File: src/verilog/pcr_pkg.sv
package pcr_pkg;

    // =====================================================
    // Architectural constants
    // =====================================================
    // Register number that doubles as the program counter
    localparam logic [3:0] PCR_PC_REG = 4'hF;
    // Address width
    localparam int PCR_AW = 32;
    // Reset value of the program counter
    localparam logic [31:0] PCR_PC_RESET = 32'h0000_0000;

    // =====================================================
    // Operand specifier mode nibbles (upper four bits)
    // =====================================================
    localparam logic [3:0] PCR_MODE_REG = 4'h5;
    localparam logic [3:0] PCR_MODE_INDEX = 4'h4;
    localparam logic [3:0] PCR_MODE_AINC = 4'h8;
    localparam logic [3:0] PCR_MODE_AINC_DEF = 4'h9;
    localparam logic [3:0] PCR_MODE_BDISP = 4'hA;
    localparam logic [3:0] PCR_MODE_BDISP_DEF = 4'hB;
    localparam logic [3:0] PCR_MODE_WDISP = 4'hC;
    localparam logic [3:0] PCR_MODE_WDISP_DEF = 4'hD;
    localparam logic [3:0] PCR_MODE_LDISP = 4'hE;
    localparam logic [3:0] PCR_MODE_LDISP_DEF = 4'hF;

    // Field positions inside a specifier byte
    localparam int PCR_MODE_LSB = 4;
    localparam int PCR_REG_LSB = 0;

    // =====================================================
    // Operand size codes (bytes = 1 << code)
    // =====================================================
    typedef enum logic [1:0] {
        PCR_SZ_BYTE,
        PCR_SZ_WORD,
        PCR_SZ_LONG,
        PCR_SZ_QUAD
    } pcr_size_t;

    // Operand access kinds
    typedef enum logic [1:0] {
        PCR_ACC_READ,
        PCR_ACC_WRITE,
        PCR_ACC_MODIFY,
        PCR_ACC_ADDR
    } pcr_access_t;

    // Kind of result handed on
    typedef enum logic [1:0] {
        PCR_RES_ADDR,
        PCR_RES_VALUE,
        PCR_RES_BRANCH,
        PCR_RES_UNDEF
    } pcr_kind_t;

    // Request from decode: one specifier to evaluate
    typedef struct packed {
        logic [7:0] spec;
        pcr_size_t size;
        pcr_access_t access;
        logic branch;
        logic branch_word;
    } pcr_req_t;

    // Result toward the operand access path
    typedef struct packed {
        pcr_kind_t kind;
        logic [31:0] data;
        logic [31:0] data_hi;
    } pcr_res_t;

endpackage

File: src/verilog/pcr_eval.sv
`timescale 1ns/1ps
`default_nettype none
module pcr_eval
(
    input wire logic clk,
    input wire logic nrst,
    input wire logic pc_load,
    input wire logic [31:0] pc_load_val,
    input wire logic opc_step,
    input wire logic req_valid,
    input wire pcr_pkg::pcr_req_t req,
    input wire logic byte_valid,
    input wire logic [7:0] byte_data,
    input wire logic mem_ack,
    input wire logic [31:0] mem_rdata,
    output logic req_ready,
    output logic byte_take,
    output logic mem_req,
    output logic [31:0] mem_addr,
    output logic res_valid,
    output pcr_pkg::pcr_res_t res,
    output logic [31:0] program_counter
);
    import pcr_pkg::*;

    // =====================================================
    // State
    // =====================================================
    typedef enum logic [2:0] {
        ST_IDLE,
        ST_EXT,
        ST_INDIR,
        ST_WAIT,
        ST_DONE
    } pcr_state_t;

    pcr_state_t st_r;
    pcr_state_t st_nxt;
    // Live program counter
    logic [31:0] pc_r;
    logic [31:0] pc_nxt;
    // Captured request
    pcr_req_t cur_r;
    pcr_req_t cur_nxt;
    // Total extension length in bytes for the captured request
    logic [3:0] need_r;
    logic [3:0] need_nxt;
    // Registered outputs
    logic req_ready_r;
    logic req_ready_nxt;
    logic mem_req_r;
    logic mem_req_nxt;
    logic [31:0] mem_addr_r;
    logic [31:0] mem_addr_nxt;
    logic res_valid_r;
    logic res_valid_nxt;
    pcr_res_t res_r;
    pcr_res_t res_nxt;

    // Gatherer wiring
    logic g_clear;
    logic g_take;
    logic [63:0] g_acc;
    logic [3:0] g_cnt;
    logic [31:0] disp_ext;
    logic [1:0] disp_log;

    // Mode nibble and register of a specifier
    function automatic logic [3:0] spec_mode(input logic [7:0] s);
        spec_mode = s[PCR_MODE_LSB +: 4];
    endfunction

    function automatic logic [3:0] spec_reg(input logic [7:0] s);
        spec_reg = s[PCR_REG_LSB +: 4];
    endfunction

    // Extension length in bytes for a counter-based specifier
    function automatic logic [3:0] ext_len(input pcr_req_t r);
        logic [3:0] n;
        n = 4'h0;
        if (r.branch)
            n = r.branch_word ? 4'h2 : 4'h1;
        else
        begin
            case (spec_mode(r.spec))
                PCR_MODE_AINC: n = 4'(1 << r.size);
                PCR_MODE_AINC_DEF: n = 4'h4;
                PCR_MODE_BDISP, PCR_MODE_BDISP_DEF: n = 4'h1;
                PCR_MODE_WDISP, PCR_MODE_WDISP_DEF: n = 4'h2;
                PCR_MODE_LDISP, PCR_MODE_LDISP_DEF: n = 4'h4;
                default: n = 4'h0;
            endcase
        end
        ext_len = n;
    endfunction

    // =====================================================
    // Helpers
    // =====================================================
    // Displacement width follows the mode or the branch form
    always_comb
    begin
        if (cur_r.branch)
            disp_log = cur_r.branch_word ? 2'h1 : 2'h0;
        else if (spec_mode(cur_r.spec) == PCR_MODE_BDISP
                 || spec_mode(cur_r.spec) == PCR_MODE_BDISP_DEF)
            disp_log = 2'h0;
        else if (spec_mode(cur_r.spec) == PCR_MODE_WDISP
                 || spec_mode(cur_r.spec) == PCR_MODE_WDISP_DEF)
            disp_log = 2'h1;
        else
            disp_log = 2'h2;
    end

    pcr_sext u_sext
    (
        .raw(g_acc[31:0]),
        .nbytes_log(disp_log),
        .ext(disp_ext)
    );

    pcr_gather u_gather
    (
        .clk(clk),
        .nrst(nrst),
        .clear(g_clear),
        .take(g_take),
        .byte_in(byte_data),
        .acc(g_acc),
        .count(g_cnt)
    );

    // =====================================================
    // Next-state logic
    // =====================================================
    always_comb
    begin
        st_nxt = st_r;
        pc_nxt = pc_r;
        cur_nxt = cur_r;
        need_nxt = need_r;
        req_ready_nxt = 1'b0;
        mem_req_nxt = 1'b0;
        mem_addr_nxt = mem_addr_r;
        res_valid_nxt = 1'b0;
        res_nxt = res_r;
        g_clear = 1'b0;
        g_take = 1'b0;
        case (st_r)
            ST_IDLE:
            begin
                req_ready_nxt = 1'b1;
                // Redirect from execute overrides stepping
                if (pc_load)
                    pc_nxt = pc_load_val;
                else if (opc_step)
                    pc_nxt = pc_r + 32'h1;
                else if (req_valid && req_ready_r)
                begin
                    cur_nxt = req;
                    g_clear = 1'b1;
                    req_ready_nxt = 1'b0;
                    // specifier byte step (branch has none)
                    pc_nxt = req.branch ? pc_r : pc_r + 32'h1;
                    need_nxt = ext_len(req);
                    if (!req.branch && spec_reg(req.spec) != PCR_PC_REG)
                    begin
                        res_nxt = '{kind: PCR_RES_UNDEF, data: 32'h0, data_hi: 32'h0};
                        st_nxt = ST_DONE;
                    end
                    else if (!req.branch && (spec_mode(req.spec) == PCR_MODE_REG
                             || spec_mode(req.spec) == PCR_MODE_INDEX))
                    begin
                        res_nxt = '{kind: PCR_RES_UNDEF, data: pc_r, data_hi: 32'h0};
                        st_nxt = ST_DONE;
                    end
                    else if (ext_len(req) == 4'h0)
                    begin
                        res_nxt = '{kind: PCR_RES_UNDEF, data: 32'h0, data_hi: 32'h0};
                        st_nxt = ST_DONE;
                    end
                    else
                        st_nxt = ST_EXT;
                end
            end
            ST_EXT:
            begin
                if (byte_valid && g_cnt != need_r)
                begin
                    g_take = 1'b1;
                    pc_nxt = pc_r + 32'h1;
                end
                if (g_cnt == need_r)
                begin
                    // pc_r is already past the extension
                    if (cur_r.branch)
                    begin
                        res_nxt = '{kind: PCR_RES_BRANCH, data: pc_r + disp_ext,
                                    data_hi: 32'h0};
                        st_nxt = ST_DONE;
                    end
                    else
                    begin
                        case (spec_mode(cur_r.spec))
                            PCR_MODE_AINC:
                            begin
                                res_nxt = '{kind: (cur_r.access == PCR_ACC_WRITE
                                            || cur_r.access == PCR_ACC_MODIFY)
                                            ? PCR_RES_UNDEF : PCR_RES_VALUE,
                                            data: g_acc[31:0], data_hi: g_acc[63:32]};
                                st_nxt = ST_DONE;
                            end
                            PCR_MODE_AINC_DEF:
                            begin
                                res_nxt = '{kind: PCR_RES_ADDR, data: g_acc[31:0],
                                            data_hi: 32'h0};
                                st_nxt = ST_DONE;
                            end
                            PCR_MODE_BDISP_DEF, PCR_MODE_WDISP_DEF, PCR_MODE_LDISP_DEF:
                            begin
                                mem_addr_nxt = pc_r + disp_ext;
                                st_nxt = ST_INDIR;
                            end
                            default:
                            begin
                                res_nxt = '{kind: PCR_RES_ADDR, data: pc_r + disp_ext,
                                            data_hi: 32'h0};
                                st_nxt = ST_DONE;
                            end
                        endcase
                    end
                end
            end
            ST_INDIR:
            begin
                mem_req_nxt = 1'b1;
                st_nxt = ST_WAIT;
            end
            ST_WAIT:
            begin
                mem_req_nxt = !mem_ack;
                if (mem_ack)
                begin
                    res_nxt = '{kind: PCR_RES_ADDR, data: mem_rdata, data_hi: 32'h0};
                    st_nxt = ST_DONE;
                end
            end
            ST_DONE:
            begin
                res_valid_nxt = 1'b1;
                req_ready_nxt = 1'b1;
                st_nxt = ST_IDLE;
            end
            default:
                st_nxt = ST_IDLE;
        endcase
    end

    // =====================================================
    // Registers
    // =====================================================
    always_ff @(posedge clk or negedge nrst)
    begin
        if (!nrst)
        begin
            st_r <= ST_IDLE;
            pc_r <= PCR_PC_RESET;
            cur_r <= '0;
            need_r <= 4'h0;
            req_ready_r <= 1'b0;
            mem_req_r <= 1'b0;
            mem_addr_r <= 32'h0;
            res_valid_r <= 1'b0;
            res_r <= '0;
        end
        else
        begin
            st_r <= st_nxt;
            pc_r <= pc_nxt;
            cur_r <= cur_nxt;
            need_r <= need_nxt;
            req_ready_r <= req_ready_nxt;
            mem_req_r <= mem_req_nxt;
            mem_addr_r <= mem_addr_nxt;
            res_valid_r <= res_valid_nxt;
            res_r <= res_nxt;
        end
    end

    // Byte acceptance is combinational with the stream handshake
    assign byte_take = g_take;
    assign req_ready = req_ready_r;
    assign mem_req = mem_req_r;
    assign mem_addr = mem_addr_r;
    assign res_valid = res_valid_r;
    assign res = res_r;
    assign program_counter = pc_r;
endmodule
`default_nettype wire

File: src/verilog/pcr_sext.sv
`timescale 1ns/1ps
`default_nettype none
module pcr_sext
(
    input wire logic [31:0] raw,
    input wire logic [1:0] nbytes_log,
    output logic [31:0] ext
);
    import pcr_pkg::*;

    // =====================================================
    // Sign extension of byte, word and longword fields
    // =====================================================
    always_comb
    begin
        case (nbytes_log)
            // Byte field
            2'h0: ext = {{24{raw[7]}}, raw[7:0]};
            // Word field
            2'h1: ext = {{16{raw[15]}}, raw[15:0]};
            default: ext = raw;
        endcase
    end
endmodule
`default_nettype wire

File: src/verilog/pcr_gather.sv
`timescale 1ns/1ps
`default_nettype none
module pcr_gather
(
    input wire logic clk,
    input wire logic nrst,
    input wire logic clear,
    input wire logic take,
    input wire logic [7:0] byte_in,
    output logic [63:0] acc,
    output logic [3:0] count
);
    import pcr_pkg::*;

    // =====================================================
    // Little-endian byte collector for stream extensions
    // =====================================================
    logic [63:0] acc_r;
    logic [63:0] acc_nxt;
    logic [3:0] cnt_r;
    logic [3:0] cnt_nxt;

    // Next value: lowest address lands in lowest byte
    always_comb
    begin
        acc_nxt = acc_r;
        cnt_nxt = cnt_r;
        if (clear)
        begin
            acc_nxt = 64'h0;
            cnt_nxt = 4'h0;
        end
        else if (take)
        begin
            acc_nxt[cnt_r[2:0]*8 +: 8] = byte_in;
            cnt_nxt = cnt_r + 4'h1;
        end
    end

    // Registers
    always_ff @(posedge clk or negedge nrst)
    begin
        if (!nrst)
        begin
            acc_r <= 64'h0;
            cnt_r <= 4'h0;
        end
        else
        begin
            acc_r <= acc_nxt;
            cnt_r <= cnt_nxt;
        end
    end

    assign acc = acc_r;
    assign count = cnt_r;
endmodule
`default_nettype wire

File: config.mk
export PLATFORM = sky130hd
export DESIGN_NAME = pcr_eval
export DESIGN_NICKNAME = d
export VERILOG_FILES = /design/src/verilog/pcr_pkg.sv /design/src/verilog/pcr_eval.sv /design/src/verilog/pcr_sext.sv /design/src/verilog/pcr_gather.sv
export SDC_FILE = /design/constraint.sdc
export NUM_CORES = 1
export LEC_CHECK = 0
export ABC_AREA = 1
export BUFFER_PORTS_ARGS = -buffer_cell sky130_fd_sc_hd__buf_4
export CORE_ASPECT_RATIO = 1.4
export CORE_UTILIZATION = 52
export CTS_CLUSTER_SIZE = 20
export DETAILED_ROUTE_END_ITERATION = 16
export HOLD_SLACK_MARGIN = 0.15
export PLACE_DENSITY = 0.71
export SYNTH_ARGS = -nofsm -noshare
export SYNTH_HDL_FRONTEND = slang
export SYNTH_SLANG_ARGS = --single-unit
File: constraint.sdc
create_clock -name clk -period 8.4 [get_ports clk]
set_clock_uncertainty 0.05 [all_clocks]
set_input_delay 1.68 -clock clk [delete_from_list [all_inputs] [get_ports clk]]
set_output_delay 1.68 -clock clk [all_outputs]
set_load 0.1 [all_outputs]
# Word level (Yosys, flattened, before mapping)
# Cells that the tools add are included.
[word_totals]
ff_bits = 220
output_inout_bits = 134
word_cells = 148
[op_classes]
addsub = 4
eq_ne = 37
shift = 3
mux = 60
bitwise_logic = 3
reduce_logical = 25
[op_table]
columns = ["cell", "count"]
rows = [
  ["$mux 66", 9],
  ["$pmux 66 s3", 2],
  ["$mux 32", 5],
  ["$mux 64", 2],
  ["$pmux 32 s2", 2],
  ["$bwmux 64", 1],
  ["$shift 8x34->64 const A", 1],
  ["$shiftx 8x34->64", 1],
  ["$eq 4x4->1 const B", 15],
  ["$mux 4", 9],
  ["$neg 6->34", 1],
  ["$add 32x1->32 const B", 1],
  ["$add 32x32->32", 1],
  ["$mux 3", 10],
  ["$ne 4x4->1 const B", 4],
  ["$pmux 4 s4", 1],
  ["$ne 2x2->1 const B", 6],
  ["$pmux 3 s4", 1],
  ["$reduce_and 4->1", 3],
  ["$mux 1", 11],
  ["$mux 2", 5],
  ["$eq 4x3->1 const B", 2],
  ["$reduce_and 8->1", 1],
  ["$eq 3x2->1 const B", 2],
  ["other kinds (22)", 36],
]

# Logic depth before layout (Yosys ltp)
[depth]
depth_word = 18
mapped_depth = 26
depth_no_buf = 25

# Cells and area by module
# Synthesis repeated with hierarchy kept, for this count alone.
[hier_totals]
hier_cells = 2016
hier_area_um2 = 14042.2
[by_module_without_submodules]
columns = ["module", "instances", "cells_per_inst", "area_each_um2", "seq_area_each_um2"]
rows = [
  ["pcr_eval", 1, 1576, 10308.6, 3703.6],
  ["pcr_gather", 1, 373, 3347.0, 1701.6],
  ["pcr_sext", 1, 67, 386.6, 0.0],
]

# Worst setup path after synthesis
# OpenSTA, ideal clock, no wires.
[synth_timing]
kind = "input to output"
from = "input byte_valid"
to = "output byte_take"
t_arrival_ns = 2.181
t_required_ns = 6.670
path_slack_ns = 4.489
stages = 2
n_path_buf = 0
path_cell_list = "nand2_2 -> inv_2"
[synth_between]
elab_chain_cells = 3
[synth_rtl]
columns = ["element", "line_no", "source"]
rows = [
  ["start, declared", "pcr_eval.sv:12", "input wire logic byte_valid,"],
  ["$logic_and 1x1->1", "pcr_eval.sv:188", "if (byte_valid && g_cnt != need_r)"],
  ["$mux 1", "pcr_eval.sv:188", ""],
  ["$mux 1", "pcr_eval.sv:149", "case (st_r)"],
  ["end, declared", "pcr_eval.sv:17", "output logic byte_take,"],
]
# Every way passes these cells.

# Worst setup path after layout
[layout_timing]
from = "register st_r[2]"
to = "output byte_take"
[layout_between]
elab_chain_cells = 2
[layout_rtl]
columns = ["element", "line_no", "source"]
rows = [
  ["start, declared", "pcr_eval.sv:37", "pcr_state_t st_r;"],
  ["start signal, assigned", "pcr_eval.sv:278", "st_r <= st_nxt;"],
  ["$eq 3x1->1", "pcr_eval.sv:149", ""],
  ["$mux 1", "pcr_eval.sv:149", ""],
]
# Every way passes these cells.

==> flow_summary_export.csv <==
group,metric,value,unit
status,run_status,"finished clean",
timing,tightest_slew,1.023,ns
clock_tree,clkTransAtPathRegs,0.06,ns
grt,antenna_found_initial,0,
critical_path,end_kind,"output pin",
clock_tree,clkLatencyLatePin,0.53,ns
critical_path,cp_slowest_cell,"nor2_4",
detailed_routing,dr_total_vias,13383,
critical_path,arrival,2.62,ns
timing,finalCritPeriodShare,0.5180,
die,num_rows,67,
timing,fmax,0.2298,GHz
grt,grt_pass1_wl,71190,µm
hold_path,whs_path_depth,2,
placed_design,dp_cells,2281,
yosys,synthFlopType,"dfrtp_1",
yosys,synth_seq_cells,216,
yosys,synth_area_per_cell,7.167,µm²
detailed_routing,ant_nets,0,
die,die_w,134.9,µm
clock_tree,cts_max_level,1,
yosys,yosysWarnings,0,
critical_path,critical_path_class,"register to output pin",
clock_tree,cts_root_buffer,"clkbuf_16",
die,coreArea,24140,µm²
detailed_routing,wl_per_cell,19.97,µm
job,maxCapViolations,0,
timing,relSlewSlack,0.3165,
yosys,synth_most_common_cell,"nand2_1",
yosys,syn_nets,1926,
timing,setup_tns,0,ns
clock_tree,cts_tree,"yes",
die,die_h,188.1,µm
timing,slew_viol_final,0,
final_layout,final_nets,2127,
critical_path,regToRegSetupSlack,4.69,ns
critical_path,cp_max_fo,31,
grt,grt_max_degree,82,
yosys,synth_edf_count,0,
final_layout,antenna_cells,0,
timing,post-route-min-period,4.351,ns
timing,fin_ws,4.049,ns
critical_path,cp_cell_sequence,"nor2_4, inv_2, nor2_4, and2_1, nand2_2, inv_2, buf_4",
clock_tree,cts-hold-fix-buffers,0,
grt,grt_pass1_vias,12958,
die,ios,227,
placed_design,gp_congestion,0.9853,
placed_design,post-dp-hpwl,35450,µm
yosys,ys_types,38,
yosys,synthTopCellsByCount,"nand2_1, dfrtp_1, inv_1",
yosys,syn_area,12860,µm²
yosys,yosysTopAreaCellShare,0.4202,
hold_path,worstHoldPathType,"register to register",
clock_tree,cts.sinks,216,
timing,rsz0062_at_grt,"no",
clock_tree,cts_setup_buffers,0,
critical_path,critPathMaxStageDelay,0.52,ns
critical_path,timing.rr.start,"cur_r[12]$_DFFE_PN0P_",
timing,finalHoldViolations,0,
detailed_routing,remaining_drc_errors,0,
die,start_util,0.5329,
grt,grt_use_total,0.3679,
critical_path,r2r-end,"res[57]$_DFFE_PN0P_",
placed_design,io_buffers,226,
hold_path,worstHoldStart,"mem_addr[6]$_DFFE_PN0P_",
placed_design,dp_slack,4.290,ns
detailed_routing,wirelength,46350,µm
yosys,async_flop_share,1.000,
clock_tree,clockBufferDepth,3,
final_layout,layout-drive-gt1-share,0.1512,
critical_path,cp.required,6.67,ns
detailed_routing,routed_via_density,5.766,
die,die-area,25380,µm²
clock_tree,cts_buffers,23,
final_layout,syn2layout_area_growth,20.73,%
yosys,synthTopCellsByArea,"dfrtp_1, nand2_1, nand3_1, inv_1, o21ai_0",
final_layout,final_util,0.6433,
yosys,ys_seq_area_frac,0.4202,
grt,grt_overflow,0,
final_layout,stdcell_count,2321,
detailed_routing,drtPass1Iterations,5,
timing,setup_violations,0,
clock_tree,post_cts_resize_count,0,
yosys,yosysTopAreaCell,"dfrtp_1",
yosys,syn-instance-count,1795,
hold_path,hold_end,"mem_addr[6]$_DFFE_PN0P_",
critical_path,reg2reg_depth,16,
detailed_routing,dr.first_iter.drc_count,1098,
critical_path,startpoint_type,"register",
worst max-delay path by stage:
stage	slack, ns	from	endpoint
after floorplan	4.49	byte_valid	byte_take
after global placement	4.31	byte_valid	byte_take
after CTS	4.08	st_r[2]$_DFFE_PN0P_	byte_take
after detailed placement	4.29	byte_valid	byte_take
final	4.05	st_r[2]$_DFFE_PN0P_	byte_take
after global routing	3.93	st_r[2]$_DFFE_PN0P_	byte_take
kinds of logic (layout without fill, tap and decap cells):
group           after synthesis  in the layout  synth area share
simple gates                876            876            0.2860
fa+ha+maj                    38             38           0.03754
flops                       216            216            0.4202
buf+inv                     274            490           0.08374
xor+xnor                     23             23           0.01566
compound gates              368            368            0.1569
placed cells by master, fill, tap and decap left out, types with 32 or more instances in the layout:
master   netlist  layout
nand2_1      479     478
buf_4          0     235
dfrtp_1      216     216
inv_1        204     204
nand3_1      161     161
nor2_1       161     161
o21ai_0      147     147
a21oi_1       96      96
ha_1          37      37
o22ai_1       32      32
state kept, by name, indices dropped and copies added, names as in the netlist:
| register | cells |
|---|---|
| program_counter | 32 |
| res | 66 |
| mem_req | 1 |
| st_r | 3 |
| need_r | 4 |
| mem_addr | 32 |
| req_ready | 1 |
| u_gather.count | 4 |
| cur_r | 8 |
| u_gather.acc | 64 |
| res_valid | 1 |
per-layer routing:
metal / global-route usage / vias up / part of all wire
met5: 0 / - / 0
met4: 0.1569 / 0 / 0.043
met3: 0.03677 / 120 / 0.065
met2: 0.6128 / 566 / 0.48
met1: 0.4848 / 6358 / 0.41
li1: - / 6339 / -
worst max-delay path: cells and delay by family, from the launching register on:
| kind | cells | cell delay (ns) |
|---|---|---|
| and+or+nand+nor | 4 | 1.09 |
| buffers and inverters | 3 | 0.59 |
| DFF | 1 | 0.42 |
area by class of cell:
class | count | area, µm²
Fill cell | 2273 | 8612
Clock buffer | 30 | 651.9
Inverter | 214 | 805.8
Timing Repair Buffer | 236 | 1778
Multi-Input combinational cell | 1305 | 6390
Clock inverter | 10 | 112.6
Sequential cell | 216 | 5405
Tap cell | 310 | 387.9
per-stage QoR:
step | cell area, µm² | hold slack, ns
after detailed placement | 14770 | 0.4106
after CTS | 15530 | 0.4259
after global placement | 14770 | 0.4074
after floorplan | 12860 | 0.3957
final | 15530 | 0.4252
after global routing | 15530 | 0.4420
Power is not shown: default switching activity piles up to over one toggle a cycle in this logic, so the estimate is an artifact.
